==> config.mk <==
export PLATFORM = sky130hd
export DESIGN_NAME = socr_top
export DESIGN_NICKNAME = d
export VERILOG_FILES = /design/src/hw/socr_pkg.sv /design/src/hw/socr_top.sv
export VERILOG_INCLUDE_DIRS = /design/src /design/src/hw
export SDC_FILE = /design/constraint.sdc
export NUM_CORES = 1
export LEC_CHECK = 0
export BUFFER_PORTS_ARGS = -buffer_cell sky130_fd_sc_hd__buf_2
export CAP_MARGIN = 20
export CORE_MARGIN = 2
export CORE_UTILIZATION = 38
export DETAILED_ROUTE_END_ITERATION = 10
export MAX_ROUTING_LAYER = met4
export PLACE_DENSITY = 0.64
export SLEW_MARGIN = 20
export SYNTH_ARGS = -nofsm -noshare
export SYNTH_HDL_FRONTEND = slang
export SYNTH_SLANG_ARGS = --single-unit
==> constraint.sdc <==
create_clock -name clock_i -period 5.35 [get_ports clock_i]
set_clock_uncertainty 0.2 [all_clocks]
set_input_delay 1.07 -clock clock_i [delete_from_list [all_inputs] [get_ports clock_i]]
set_output_delay 1.07 -clock clock_i [all_outputs]
set_load 0.05 [all_outputs]
==> src/hw/socr_cfg.svh <==
`ifndef SOCR_CFG_SVH
`define SOCR_CFG_SVH
// How it works
// DAC write marks channel feedback invalid
// Blank length is settle plus filter plus four
// Boost DAC write never starts blanking
// Each channel uses its own filter length
// Enable drives pin, else high impedance
// Gain code picks 1.33, 2, 3, 5.33
// Unity override forces gain 1.0
// First probe: block1, block3, reference
// Second probe: block2, block4, reference
// Third probe: block5, block6, reference, supply
// Core clock is system clock over value+1
// System clock is 24 or 12 MHz
// Host keeps divider fixed once cores run
// Host should lock the divider register; no lock exists here, the divider stays writable
// Divider value gates cores, flags, code RAM
// Repeat DAC write restarts full blanking
`define SOCR_ADDR_SETTLE   10'h196
`define SOCR_ADDR_PROBE1   10'h197
`define SOCR_ADDR_PROBE2   10'h198
`define SOCR_ADDR_PROBE3   10'h199
`define SOCR_ADDR_DIVIDER  10'h1a0
`define SOCR_SETTLE_W      6
`define SOCR_DIV_W         6
`define SOCR_BLANK_OFFSET  10'h004
`define SOCR_EN_BIT        0
`define SOCR_GAIN_LSB      1
`define SOCR_SEL_LSB       3
`define SOCR_UNITY_BIT     6
`define SOCR_PROBE_W       7
`define SOCR_SEL_A         3'h0
`define SOCR_SEL_B         3'h1
`define SOCR_SEL_REF       3'h5
`define SOCR_SEL_SUPPLY    3'h7
`define SOCR_SRC_NONE      4'h0
`define SOCR_SRC_REF       4'h7
`define SOCR_SRC_SUPPLY    4'h8
`define SOCR_DIV_CORES     6'h01
`define SOCR_DIV_CRAM      6'h02
`endif

==> src/hw/socr_pkg.sv <==
package socr_pkg;
	// Analog gain selection presented to the probe amplifier
	typedef enum logic [2:0] {
		SOCR_GAIN_1P33 = 3'b000,
		SOCR_GAIN_2P0  = 3'b001,
		SOCR_GAIN_3P0  = 3'b010,
		SOCR_GAIN_5P33 = 3'b011,
		SOCR_GAIN_1P0  = 3'b100
	} socr_gain_t;
	typedef struct packed {
		logic       drive_enable;
		socr_gain_t gain;
		logic [3:0] source;
	} socr_probe_t;
	typedef struct packed {
		logic cores_allowed;
		logic flag_out_allowed;
		logic cram_read_allowed;
	} socr_mode_t;
endpackage : socr_pkg

==> src/hw/socr_top.sv <==
`include "socr_cfg.svh"
module socr_top #(
	parameter int NCH = 6,                                  // Current DAC channels
	parameter int FLW = 4                                   // Filter length width
) (
	input  wire logic                    clock_i,           // System clock
	input  wire logic                    rstn_i,            // Async reset, active low
	input  wire logic                    reg_wr_i,          // Register write strobe
	input  wire logic                    reg_rd_i,          // Register read strobe
	input  wire logic [9:0]              reg_addr_i,        // Register address
	input  wire logic [15:0]             reg_wdata_i,       // Write data
	output logic      [15:0]             reg_rdata_o,       // Read data, registered
	input  wire logic [NCH-1:0]          dac_wr_i,          // Current DAC written
	input  wire logic                    boost_dac_wr_i,    // Boost DAC written
	input  wire logic [NCH*FLW-1:0]      filter_len_i,      // Per-channel filter length
	output logic      [NCH-1:0]          feedback_valid_o,  // Feedback may be tested
	output socr_pkg::socr_probe_t        probe_first_pin_o, // First probe drive
	output socr_pkg::socr_probe_t        probe_second_pin_o,// Second probe drive
	output socr_pkg::socr_probe_t        probe_third_pin_o, // Third probe drive
	output logic                         microcore_clock_o, // Core clock enable pulse
	output socr_pkg::socr_mode_t         mode_o             // Allowed modes
);
	// ----------------------------------------
	// Reset release
	// ----------------------------------------
	logic [1:0] rst_sync_reg;
	logic       rstn;
	always_ff @(posedge clock_i or negedge rstn_i) begin
		if (!rstn_i) begin
			rst_sync_reg <= 2'h0;
		end else begin
			rst_sync_reg <= {rst_sync_reg[0], 1'b1};
		end
	end
	assign rstn = rst_sync_reg[1];

	// ----------------------------------------
	// Registers
	// ----------------------------------------
	logic [`SOCR_SETTLE_W-1:0] settle_reg, settle_next;
	logic [`SOCR_PROBE_W-1:0]  p1_reg, p1_next, p2_reg, p2_next, p3_reg, p3_next;
	logic [`SOCR_DIV_W-1:0]    div_reg, div_next;
	logic [15:0]               rdata_reg, rdata_next;

	always_comb begin
		settle_next = settle_reg;
		p1_next     = p1_reg;
		p2_next     = p2_reg;
		p3_next     = p3_reg;
		div_next    = div_reg;
		rdata_next  = rdata_reg;
		if (reg_wr_i) begin
			case (reg_addr_i)
				`SOCR_ADDR_SETTLE:  settle_next = reg_wdata_i[`SOCR_SETTLE_W-1:0];
				`SOCR_ADDR_PROBE1:  p1_next     = reg_wdata_i[`SOCR_PROBE_W-1:0];
				`SOCR_ADDR_PROBE2:  p2_next     = reg_wdata_i[`SOCR_PROBE_W-1:0];
				`SOCR_ADDR_PROBE3:  p3_next     = reg_wdata_i[`SOCR_PROBE_W-1:0];
				// Host is trusted not to retune this once cores run
				`SOCR_ADDR_DIVIDER: div_next    = reg_wdata_i[`SOCR_DIV_W-1:0];
				default: ;
			endcase
		end
		if (reg_rd_i) begin
			case (reg_addr_i)
				`SOCR_ADDR_SETTLE:  rdata_next = {10'h000, settle_reg};
				`SOCR_ADDR_PROBE1:  rdata_next = {9'h000, p1_reg};
				`SOCR_ADDR_PROBE2:  rdata_next = {9'h000, p2_reg};
				`SOCR_ADDR_PROBE3:  rdata_next = {9'h000, p3_reg};
				`SOCR_ADDR_DIVIDER: rdata_next = {10'h000, div_reg};
				default:            rdata_next = 16'h0000;
			endcase
		end
	end

	always_ff @(posedge clock_i or negedge rstn) begin
		if (!rstn) begin
			settle_reg <= '0;
			p1_reg     <= '0;
			p2_reg     <= '0;
			p3_reg     <= '0;
			div_reg    <= '0;
			rdata_reg  <= 16'h0000;
		end else begin
			settle_reg <= settle_next;
			p1_reg     <= p1_next;
			p2_reg     <= p2_next;
			p3_reg     <= p3_next;
			div_reg    <= div_next;
			rdata_reg  <= rdata_next;
		end
	end
	assign reg_rdata_o = rdata_reg;

	// ----------------------------------------
	// Settling blanking, one counter per channel
	// ----------------------------------------
	// Clock is 24 or 12 MHz; counts are in cycles so either rate works
	logic [NCH-1:0][9:0] blank_reg, blank_next;
	logic [NCH-1:0][9:0] blank_len;
	// boost_dac_wr_i has no path here, so it never blanks any feedback

	always_comb begin
		for (int i = 0; i < NCH; i++) begin
			blank_len[i] = 10'(settle_reg) + 10'(filter_len_i[i*FLW +: FLW])
				+ `SOCR_BLANK_OFFSET;
			// Reload rather than extend, so a repeat write always gives a full interval
			if (dac_wr_i[i]) begin
				blank_next[i] = blank_len[i];
			end else if (blank_reg[i] != 10'h000) begin
				blank_next[i] = blank_reg[i] - 10'h001;
			end else begin
				blank_next[i] = blank_reg[i];
			end
			feedback_valid_o[i] = (blank_reg[i] == 10'h000);
		end
	end

	always_ff @(posedge clock_i or negedge rstn) begin
		if (!rstn) begin
			blank_reg <= '0;
		end else begin
			blank_reg <= blank_next;
		end
	end

	// ----------------------------------------
	// Probe outputs
	// ----------------------------------------
	function automatic socr_pkg::socr_gain_t gain_of(input logic [`SOCR_PROBE_W-1:0] c);
		socr_pkg::socr_gain_t g;
		g = socr_pkg::socr_gain_t'({1'b0, c[`SOCR_GAIN_LSB +: 2]});
		if (c[`SOCR_UNITY_BIT]) begin
			g = socr_pkg::SOCR_GAIN_1P0;
		end
		return g;
	endfunction : gain_of

	// Source code: 0 = nothing, 1..6 = measurement block, 7 = reference, 8 = supply
	function automatic logic [3:0] src_of(input logic [2:0] sel, input logic [3:0] blk_a,
		input logic [3:0] blk_b, input logic third);
		logic [3:0] s;
		s = `SOCR_SRC_NONE;
		case (sel)
			`SOCR_SEL_A:   s = blk_a;
			`SOCR_SEL_B:   s = blk_b;
			`SOCR_SEL_REF: s = `SOCR_SRC_REF;
			`SOCR_SEL_SUPPLY: s = third ? `SOCR_SRC_SUPPLY : `SOCR_SRC_NONE;
			default:       s = `SOCR_SRC_NONE;
		endcase
		return s;
	endfunction : src_of

	socr_pkg::socr_probe_t pr1_reg, pr2_reg, pr3_reg, pr1_next, pr2_next, pr3_next;
	always_comb begin
		// Pin goes high impedance when enable is clear so probes share one ADC
		pr1_next.drive_enable = p1_reg[`SOCR_EN_BIT];
		pr2_next.drive_enable = p2_reg[`SOCR_EN_BIT];
		pr3_next.drive_enable = p3_reg[`SOCR_EN_BIT];
		pr1_next.gain = gain_of(p1_reg);
		pr2_next.gain = gain_of(p2_reg);
		pr3_next.gain = gain_of(p3_reg);
		pr1_next.source = src_of(p1_reg[`SOCR_SEL_LSB +: 3], 4'h1, 4'h3, 1'b0);
		pr2_next.source = src_of(p2_reg[`SOCR_SEL_LSB +: 3], 4'h2, 4'h4, 1'b0);
		pr3_next.source = src_of(p3_reg[`SOCR_SEL_LSB +: 3], 4'h5, 4'h6, 1'b1);
	end
	// Supply has a code of its own, so it is never mistaken for block 6

	always_ff @(posedge clock_i or negedge rstn) begin
		if (!rstn) begin
			pr1_reg <= '0;
			pr2_reg <= '0;
			pr3_reg <= '0;
		end else begin
			pr1_reg <= pr1_next;
			pr2_reg <= pr2_next;
			pr3_reg <= pr3_next;
		end
	end
	assign probe_first_pin_o  = pr1_reg;
	assign probe_second_pin_o = pr2_reg;
	assign probe_third_pin_o  = pr3_reg;

	// ----------------------------------------
	// Core clock divider and mode gating
	// ----------------------------------------
	logic [`SOCR_DIV_W-1:0] dcnt_reg, dcnt_next;
	logic                   tick_reg, tick_next;
	socr_pkg::socr_mode_t   mode_reg, mode_next;

	always_comb begin
		tick_next = 1'b0;
		dcnt_next = dcnt_reg + 6'h01;
		// A zero divider parks the count at zero and never issues a tick
		if (dcnt_reg >= div_reg) begin
			dcnt_next = 6'h00;
			tick_next = (div_reg >= `SOCR_DIV_CORES);
		end
		mode_next.cores_allowed     = (div_reg >= `SOCR_DIV_CORES);
		mode_next.flag_out_allowed  = (div_reg >= `SOCR_DIV_CORES);
		mode_next.cram_read_allowed = (div_reg >= `SOCR_DIV_CRAM);
	end

	always_ff @(posedge clock_i or negedge rstn) begin
		if (!rstn) begin
			dcnt_reg <= '0;
			tick_reg <= 1'b0;
			mode_reg <= '0;
		end else begin
			dcnt_reg <= dcnt_next;
			tick_reg <= tick_next;
			mode_reg <= mode_next;
		end
	end
	assign microcore_clock_o = tick_reg;
	assign mode_o            = mode_reg;

	// ----------------------------------------
	// Checks
	// ----------------------------------------
	a_blank_start: assert property (@(posedge clock_i) disable iff (!rstn)
		dac_wr_i[0] |=> !feedback_valid_o[0])
		else $error("feedback valid right after DAC write");
	a_blank_len: assert property (@(posedge clock_i) disable iff (!rstn)
		dac_wr_i[0] |=> blank_reg[0] == 10'($past(settle_reg))
			+ 10'($past(filter_len_i[FLW-1:0])) + `SOCR_BLANK_OFFSET)
		else $error("blank length wrong");
	a_blank_restart: assert property (@(posedge clock_i) disable iff (!rstn)
		(dac_wr_i[0] && blank_reg[0] != 10'h000)
			|=> blank_reg[0] == 10'($past(settle_reg))
			+ 10'($past(filter_len_i[FLW-1:0])) + `SOCR_BLANK_OFFSET)
		else $error("blanking not restarted");
	a_boost_free: assert property (@(posedge clock_i) disable iff (!rstn)
		(boost_dac_wr_i && dac_wr_i == '0 && feedback_valid_o == '1) |=> feedback_valid_o == '1)
		else $error("boost write blanked feedback");
	a_per_channel: assert property (@(posedge clock_i) disable iff (!rstn)
		(dac_wr_i == 6'h01 && feedback_valid_o[1]) |=> feedback_valid_o[1])
		else $error("channel cross blanking");

	// ----------------------------------------
	// Probe checks
	// ----------------------------------------
	// Drive is registered, so every check looks one cycle after the config
	a_drive_en: assert property (@(posedge clock_i) disable iff (!rstn)
		##1 pr1_reg.drive_enable == $past(p1_reg[`SOCR_EN_BIT]))
		else $error("drive enable mismatch");
	a_drive_second: assert property (@(posedge clock_i) disable iff (!rstn)
		##1 pr2_reg.drive_enable == $past(p2_reg[`SOCR_EN_BIT]))
		else $error("second drive enable mismatch");
	a_drive_third: assert property (@(posedge clock_i) disable iff (!rstn)
		##1 pr3_reg.drive_enable == $past(p3_reg[`SOCR_EN_BIT]))
		else $error("third drive enable mismatch");
	a_unity_gain: assert property (@(posedge clock_i) disable iff (!rstn)
		p2_reg[`SOCR_UNITY_BIT] |=> pr2_reg.gain == socr_pkg::SOCR_GAIN_1P0)
		else $error("unity override ignored");
	a_gain_low: assert property (@(posedge clock_i) disable iff (!rstn)
		(!p1_reg[`SOCR_UNITY_BIT] && p1_reg[`SOCR_GAIN_LSB +: 2] == 2'h0)
			|=> pr1_reg.gain == socr_pkg::SOCR_GAIN_1P33)
		else $error("gain code 0 wrong");
	a_gain_two: assert property (@(posedge clock_i) disable iff (!rstn)
		(!p1_reg[`SOCR_UNITY_BIT] && p1_reg[`SOCR_GAIN_LSB +: 2] == 2'h1)
			|=> pr1_reg.gain == socr_pkg::SOCR_GAIN_2P0)
		else $error("gain code 1 wrong");
	a_gain_three: assert property (@(posedge clock_i) disable iff (!rstn)
		(!p1_reg[`SOCR_UNITY_BIT] && p1_reg[`SOCR_GAIN_LSB +: 2] == 2'h2)
			|=> pr1_reg.gain == socr_pkg::SOCR_GAIN_3P0)
		else $error("gain code 2 wrong");
	a_gain_high: assert property (@(posedge clock_i) disable iff (!rstn)
		(!p1_reg[`SOCR_UNITY_BIT] && p1_reg[`SOCR_GAIN_LSB +: 2] == 2'h3)
			|=> pr1_reg.gain == socr_pkg::SOCR_GAIN_5P33)
		else $error("gain code 3 wrong");
	a_first_src_a: assert property (@(posedge clock_i) disable iff (!rstn)
		p1_reg[`SOCR_SEL_LSB +: 3] == `SOCR_SEL_A |=> pr1_reg.source == 4'h1)
		else $error("first probe block 1 not selected");
	a_first_src_b: assert property (@(posedge clock_i) disable iff (!rstn)
		p1_reg[`SOCR_SEL_LSB +: 3] == `SOCR_SEL_B |=> pr1_reg.source == 4'h3)
		else $error("first probe block 3 not selected");
	a_first_ref: assert property (@(posedge clock_i) disable iff (!rstn)
		p1_reg[`SOCR_SEL_LSB +: 3] == `SOCR_SEL_REF |=> pr1_reg.source == `SOCR_SRC_REF)
		else $error("first probe reference not selected");
	a_second_src_a: assert property (@(posedge clock_i) disable iff (!rstn)
		p2_reg[`SOCR_SEL_LSB +: 3] == `SOCR_SEL_A |=> pr2_reg.source == 4'h2)
		else $error("second probe block 2 not selected");
	a_second_src_b: assert property (@(posedge clock_i) disable iff (!rstn)
		p2_reg[`SOCR_SEL_LSB +: 3] == `SOCR_SEL_B |=> pr2_reg.source == 4'h4)
		else $error("second probe block 4 not selected");
	a_second_ref: assert property (@(posedge clock_i) disable iff (!rstn)
		p2_reg[`SOCR_SEL_LSB +: 3] == `SOCR_SEL_REF |=> pr2_reg.source == `SOCR_SRC_REF)
		else $error("second probe reference not selected");
	a_third_src_a: assert property (@(posedge clock_i) disable iff (!rstn)
		p3_reg[`SOCR_SEL_LSB +: 3] == `SOCR_SEL_A |=> pr3_reg.source == 4'h5)
		else $error("third probe block 5 not selected");
	a_third_src_b: assert property (@(posedge clock_i) disable iff (!rstn)
		p3_reg[`SOCR_SEL_LSB +: 3] == `SOCR_SEL_B |=> pr3_reg.source == 4'h6)
		else $error("third probe block 6 not selected");
	a_third_supply: assert property (@(posedge clock_i) disable iff (!rstn)
		p3_reg[`SOCR_SEL_LSB +: 3] == `SOCR_SEL_SUPPLY |=> pr3_reg.source == `SOCR_SRC_SUPPLY)
		else $error("third probe supply not selected");
	a_ref_sel: assert property (@(posedge clock_i) disable iff (!rstn)
		p3_reg[`SOCR_SEL_LSB +: 3] == `SOCR_SEL_REF |=> pr3_reg.source == `SOCR_SRC_REF)
		else $error("reference not selected");

	// ----------------------------------------
	// Divider checks
	// ----------------------------------------
	a_div_zero: assert property (@(posedge clock_i) disable iff (!rstn)
		(div_reg == 6'h00)[*2] |-> !microcore_clock_o && !mode_o.cores_allowed)
		else $error("cores allowed at divider zero");
	a_div_rate: assert property (@(posedge clock_i) disable iff (!rstn)
		(microcore_clock_o && div_reg == 6'h01 && $stable(div_reg)) |=> !microcore_clock_o ##1 microcore_clock_o)
		else $error("divide by two wrong");
	a_cram_gate: assert property (@(posedge clock_i) disable iff (!rstn)
		(div_reg >= `SOCR_DIV_CRAM) |=> mode_o.cram_read_allowed)
		else $error("code RAM read not allowed");
	a_cram_block: assert property (@(posedge clock_i) disable iff (!rstn)
		(div_reg < `SOCR_DIV_CRAM) |=> !mode_o.cram_read_allowed)
		else $error("code RAM read allowed too early");
	a_cores_one: assert property (@(posedge clock_i) disable iff (!rstn)
		(div_reg == `SOCR_DIV_CORES)
			|=> mode_o.cores_allowed && mode_o.flag_out_allowed)
		else $error("cores or flags blocked at divider one");
endmodule : socr_top

Word level (Yosys, flattened, before mapping)
Cells that the tools add are included.
{"block": "totals", "regBits": 144, "elab_cells": 107}
{"block": "op_classes", "addsub": 19, "n_lt_le_gt_ge": 3, "n_eq_ne": 12, "n_mux": 21, "reduce_logical": 26}
{"cell": "two-way mux 10 bit", "n": 12}
{"cell": "zero test 10 bit", "n": 6}
{"cell": "nonzero test 10 bit", "n": 6}
{"cell": "subtractor 10 x 1 -> 10 bit, second input constant", "n": 6}
{"cell": "== test 10 x 9 -> 1 bit, second input constant", "n": 5}
{"cell": "adder 7 x 3 -> 8 bit, second input constant", "n": 6}
{"cell": "adder 6 x 4 -> 7 bit", "n": 6}
{"cell": "one-hot mux 7 bit (5 select lines)", "n": 1}
{"cell": "one-hot mux 3 bit (3 select lines)", "n": 2}
{"cell": "one-hot mux 4 bit (4 select lines)", "n": 1}
{"cell": "== test 3 bit, second input constant", "n": 4}
{"cell": "nonzero test 2 bit", "n": 6}
{"cell": "AND reduction 2 bit", "n": 5}
{"cell": "== test 3 x 1 -> 1 bit, second input constant", "n": 3}
{"cell": "zero test 3 bit", "n": 3}
{"cell": "two-way mux 3 bit", "n": 3}
{"cell": "adder 6 x 1 -> 6 bit, second input constant", "n": 1}
{"cell": ">= comparator 6 x 1 -> 1 bit, second input constant", "n": 1}
{"cell": ">= comparator 6 x 2 -> 1 bit, second input constant", "n": 1}
{"cell": ">= comparator 6 bit", "n": 1}
{"cell": "two-way mux 6 bit", "n": 1}
{"cell": "two-way mux 1 bit", "n": 1}

Logic depth before layout (Yosys ltp)
{"block": "depth", "ltp_word": 3, "ltp_mapped": 8, "ltp_nobuf": 8}

Worst setup path before layout
OpenSTA, ideal clock, no wires.
{"block": "synth_timing", "kind": "flip-flop to output port", "from": "reg blank_reg[10] in the netlist's numbering", "to": "out feedback_valid_o[1]", "t_arrival_ns": 1.750, "required_time_ns": 4.080, "path_slack_ns": 2.330, "stages_incl_launch_ff": 5, "n_path_buf": 0, "cell_sequence": "dfrtp_1 -> inv_1 -> ha_1 -> or4b_1 -> nor3_4"}
{"block": "synth_via", "elab_chain_cells": 1}
{"item": "from (decl)", "line": "socr_top.sv:98", "source": "logic [NCH-1:0][9:0] blank_reg, blank_next;"}
{"item": "from (signal assigned)", "line": "socr_top.sv:122", "source": "blank_reg <= blank_next;"}
{"item": "zero test 10 bit", "line": "socr_top.sv:114", "source": "feedback_valid_o[i] = (blank_reg[i] == 10'h000);"}
{"item": "to (decl)", "line": "socr_top.sv:16", "source": "output logic [NCH-1:0] feedback_valid_o,"}
Every way passes these cells.

Worst setup path in the final report
{"block": "layout_timing", "from": "reg blank_reg[20] in the netlist's numbering", "to": "out feedback_valid_o[2]"}
The elaborated chain is that of the path after synthesis.

==> summary.md <==
| Metric | Value |
|---|---|
| Status | completed |
| Combinational fraction of design power | 17.2% |
| Adder-Cell Fraction of Synth Area | 11.6% |
| Post-CTS sizing | 0 |
| Ys Warns | 0 |
| Final setup TNS | 0 ps |
| DRT iter0 DRCs | 207 |
| Post-synth ARST share | 100% |
| Hold-fix buffer count after cts | 0 |
| Die span in x | 146 um |
| Ant diodes | 0 |
| Reg-to-reg endpoint | blank_reg[55] |
| Critical Path RT | 4080 ps |
| Worst EP arrival | 2470 ps |
| Number of synthesized flops with an enable pin | 0 |
| DIE HEIGHT | 146 um |
| CP most frequent cell | inv_1 |
| Worst-margin pin slew | 780 ps |
| NetSw | 0.807 mW |
| Final core utilization | 45.3% |
| Clock Power Share | 42.2% |
| Post-Synth XOR/XNOR Area | 5.27% |
| Crit Reg-Reg Startpoint | settle_reg[1] |
| Worst reg2reg path depth | 7 |
| Detailed Place HPWL | 11600 um |
| Slowest CP cell | nor4b_1 |
| Rows | 51 |
| Slack of the critical path | 1610 ps |
| Worst Hold Class | reg2async |
| Highest Clock Rate | 267 MHz |
| Area of the multi-input gates | 0.00398 mm^2 |
| Root Buffer | clkbuf_16 |
| First drt pass iteration count | 5 |
| Num ports | 111 |
| Register area | 0.00333 mm^2 |
| Simple-gate share of the synthesized area | 14.7% |
| Largest net degree at the start of global routing | 55 |
| Routed len/inst | 14.7 um |
| DRC violations left | 0 |
| Pre-CTS setup slack | 2020 ps |
| Yosys reg bits | 133 |
| Vias in the first global route | 5351 |
| Final Max Tran Viols | 0 |
| Largest family of logic cells by synthesized area | simple AND/OR/NAND/NOR gates |
| Share of cells above drive strength 1 | 22.5% |
| Final Hold Viols | 0 |
| Initial Utilization | 39.0% |
| P&R area growth vs syn | 16.2% |
| Post-Synthesis Cells | 720 |
| Final ANT Viol Nets | 0 |
| Gpl congestion | 0.816 |
| Sequential-to-total area share from yosys stat | 43.6% |
| Worst setup EP type | output port |
| Multiplexer share of the synthesized area | 8.91% |
| Clock sink count | 133 |
| Hold Slack | 62.9 ps |
| Synth cell types | 60 |
| Avg Inst Size Synth | 10.6 um^2 |
| Grt ovf | 0 |
| Cell Chain, Critical Path | inv_1 > ha_1 > nor4b_1 > nand3_1 > inv_1 > buf_2 |
| Port bufs | 89 |
| Power Density | 322 mW/mm^2 |
| RSZ-0062 raised after global routing | false |
| Reg power frac | 40.6% |
| CTS tree | done |
| Slew HR | 47.5% |
| Non-filler cells, final | 1082 |
| First-pass GRT wire length | 26500 um |
| Total Wirelength | 16000 um |
| Maximum vdd drop | 0.246 mV |
| H-tree Lvls | 4 |
| Crit path largest cell delay | 570 ps |
| Max Root-Sink Buffers | 2 |
| FF-to-FF setup slack | 2670 ps |
| Synth Area in Compound Gates | 11.0% |
| Die area | 0.0213 mm^2 |
| Post-CTS setup buffers | 0 |
| Initial antenna violation count | 0 |
| WS Path Type | reg2out |
| Critical path peak fanout | 5 |
| Sw Ratio | 28.2% |
| CP startpoint kind | register |
| Placed cells | 1051 |
| Detailed-route via count | 5320 |
| Layout net count | 933 |
| Filler cells | 1881 |
| CTS buffer count | 17 |
| LEAKAGE | 4.49 nW |
| Final Cycle Share | 70.0% |
| Cell internal pwr | 2.05 mW |
| Worst Setup EP | feedback_valid_o[2] |
| GRT Overall Usage | 16.1% |
| Post-synthesis cell area | 0.00764 mm^2 |
| Final Setup Violations | 0 |
| Minimum clock period after layout | 3740 ps |
| Worst setup startpoint | blank_reg[20] |
| Worst-Skew Late Latency | 420 ps |
| Max_cap viols | 0 |
| Area of the core | 0.0196 mm^2 |
| Max reg flops | 60 |
| Vias per inst | 4.92 |
| CTS clk-pin slew, worst paths | 60 ps |
| Top_reg_cell synth | dfrtp_1 |
## metal layers
| layer | part of all wire [%] | GRT usage (%) | vias to the layer above |
|---|---|---|---|
| met5 | 0 | - | - |
| met4 | 1.4 | 4.61 | 0 |
| met3 | 4.4 | 3.67 | 15 |
| met2 | 47 | 25.5 | 78 |
| met1 | 47 | 20.7 | 2539 |
| li1 | - | - | 2688 |
## cell usage in the layout, fill, tap and decap left out, drive strengths merged, types with 8 or more instances in the layout
| cell | count |
|---|---|
| nor4 | 10 |
| ha | 61 |
| nand2 | 37 |
| conb | 12 |
| dfrtp | 133 |
| buf | 92 |
| o21ai | 22 |
| nor3 | 15 |
| nor2b | 27 |
| a22oi | 12 |
| mux2i | 14 |
| inv | 47 |
| mux2 | 48 |
| clkbuf | 20 |
| nand3 | 14 |
| xor2 | 15 |
| a21o | 21 |
| o31ai | 8 |
| xnor2 | 31 |
| nor2 | 45 |
| a21oi | 37 |
## final cells by class
type,instances,area share (%)
clock inverters,11,1.69
repair buffers,92,5.27
flip-flops and latches,133,37.5
multi-input cells,516,44.8
well taps,265,3.73
inverters,45,1.90
clock buffers,20,5.14
## worst min path at each step
stage,startpoint,end,depth (start not counted)
global route,rst_sync_reg[1],dcnt_reg[5],0
detailed placement,rst_sync_reg[1],dcnt_reg[5],0
finish,rst_sync_reg[1],dcnt_reg[3],0
global placement,rst_sync_reg[1],dcnt_reg[3],0
CTS,rst_sync_reg[1],dcnt_reg[3],0
floorplan,rst_sync_reg[0],rst_sync_reg[1],0
## worst max-delay path, delay by kind of cell, from the launching register on
family                   cells  cell delay (ps)
adder cells (fa/ha/maj)      1              220
flip-flops                   1              380
AND/OR/NAND/NOR              2              840
buffers and inverters        3              610
## stage by stage
stage,power [mW],instance area (um^2)
2_1_floorplan,1.58,7680
3_3_place_gp,1.67,8280
3_5_place_dp,1.68,8280
4_1_cts,2.89,8880
5_1_grt,3.02,8880
6_report,2.86,8880
## logic make-up (layout without fill, tap and decap cells)
family	after synthesis	after routing
XOR/XNOR	46	46
adder cells (fa/ha/maj)	67	67
buffers and inverters	81	168
other	2	12
AO/OA/AOI/OAI	129	129
flip-flops	133	133
multiplexers	62	62
AND/OR/NAND/NOR	200	200
## synth_stat cells, drive strengths merged, types with 4 or more instances
cell type,instances,area [um^2]
and2,4,25.0
or4b,5,50.1
nand2,37,139
nor2b,27,169
a22o,4,35.0
xnor2,31,272
nor4,10,62.6
a21o,21,158
clkbuf,20,98.9
inv,45,169
a21oi,37,185
nor3b,4,30.0
fa,6,120
o31ai,8,60.1
buf,16,108
o21ai,22,110
mux2i,14,140
o22a,4,35.0
a211oi,5,37.5
a22oi,12,90.1
nand3,14,70.1
or3,6,42.5
o2bb2ai,4,35.0
xor2,15,131
nand2b,6,37.5
mux2,48,541
dfrtp,133,3330
or4,6,52.6
ha,61,763
nor2,45,169
nor3,15,109
## power groups by stage
stage               logic [mW]  clock network [mW]  registers, mW
floorplan                0.387                   0           1.19
global placement         0.486                   0           1.18
detailed placement       0.498                   0           1.18
CTS                      0.500                1.23           1.16
global route             0.559                1.28           1.18
finish                   0.493                1.21           1.16
(Power assumes the default switching activity.)
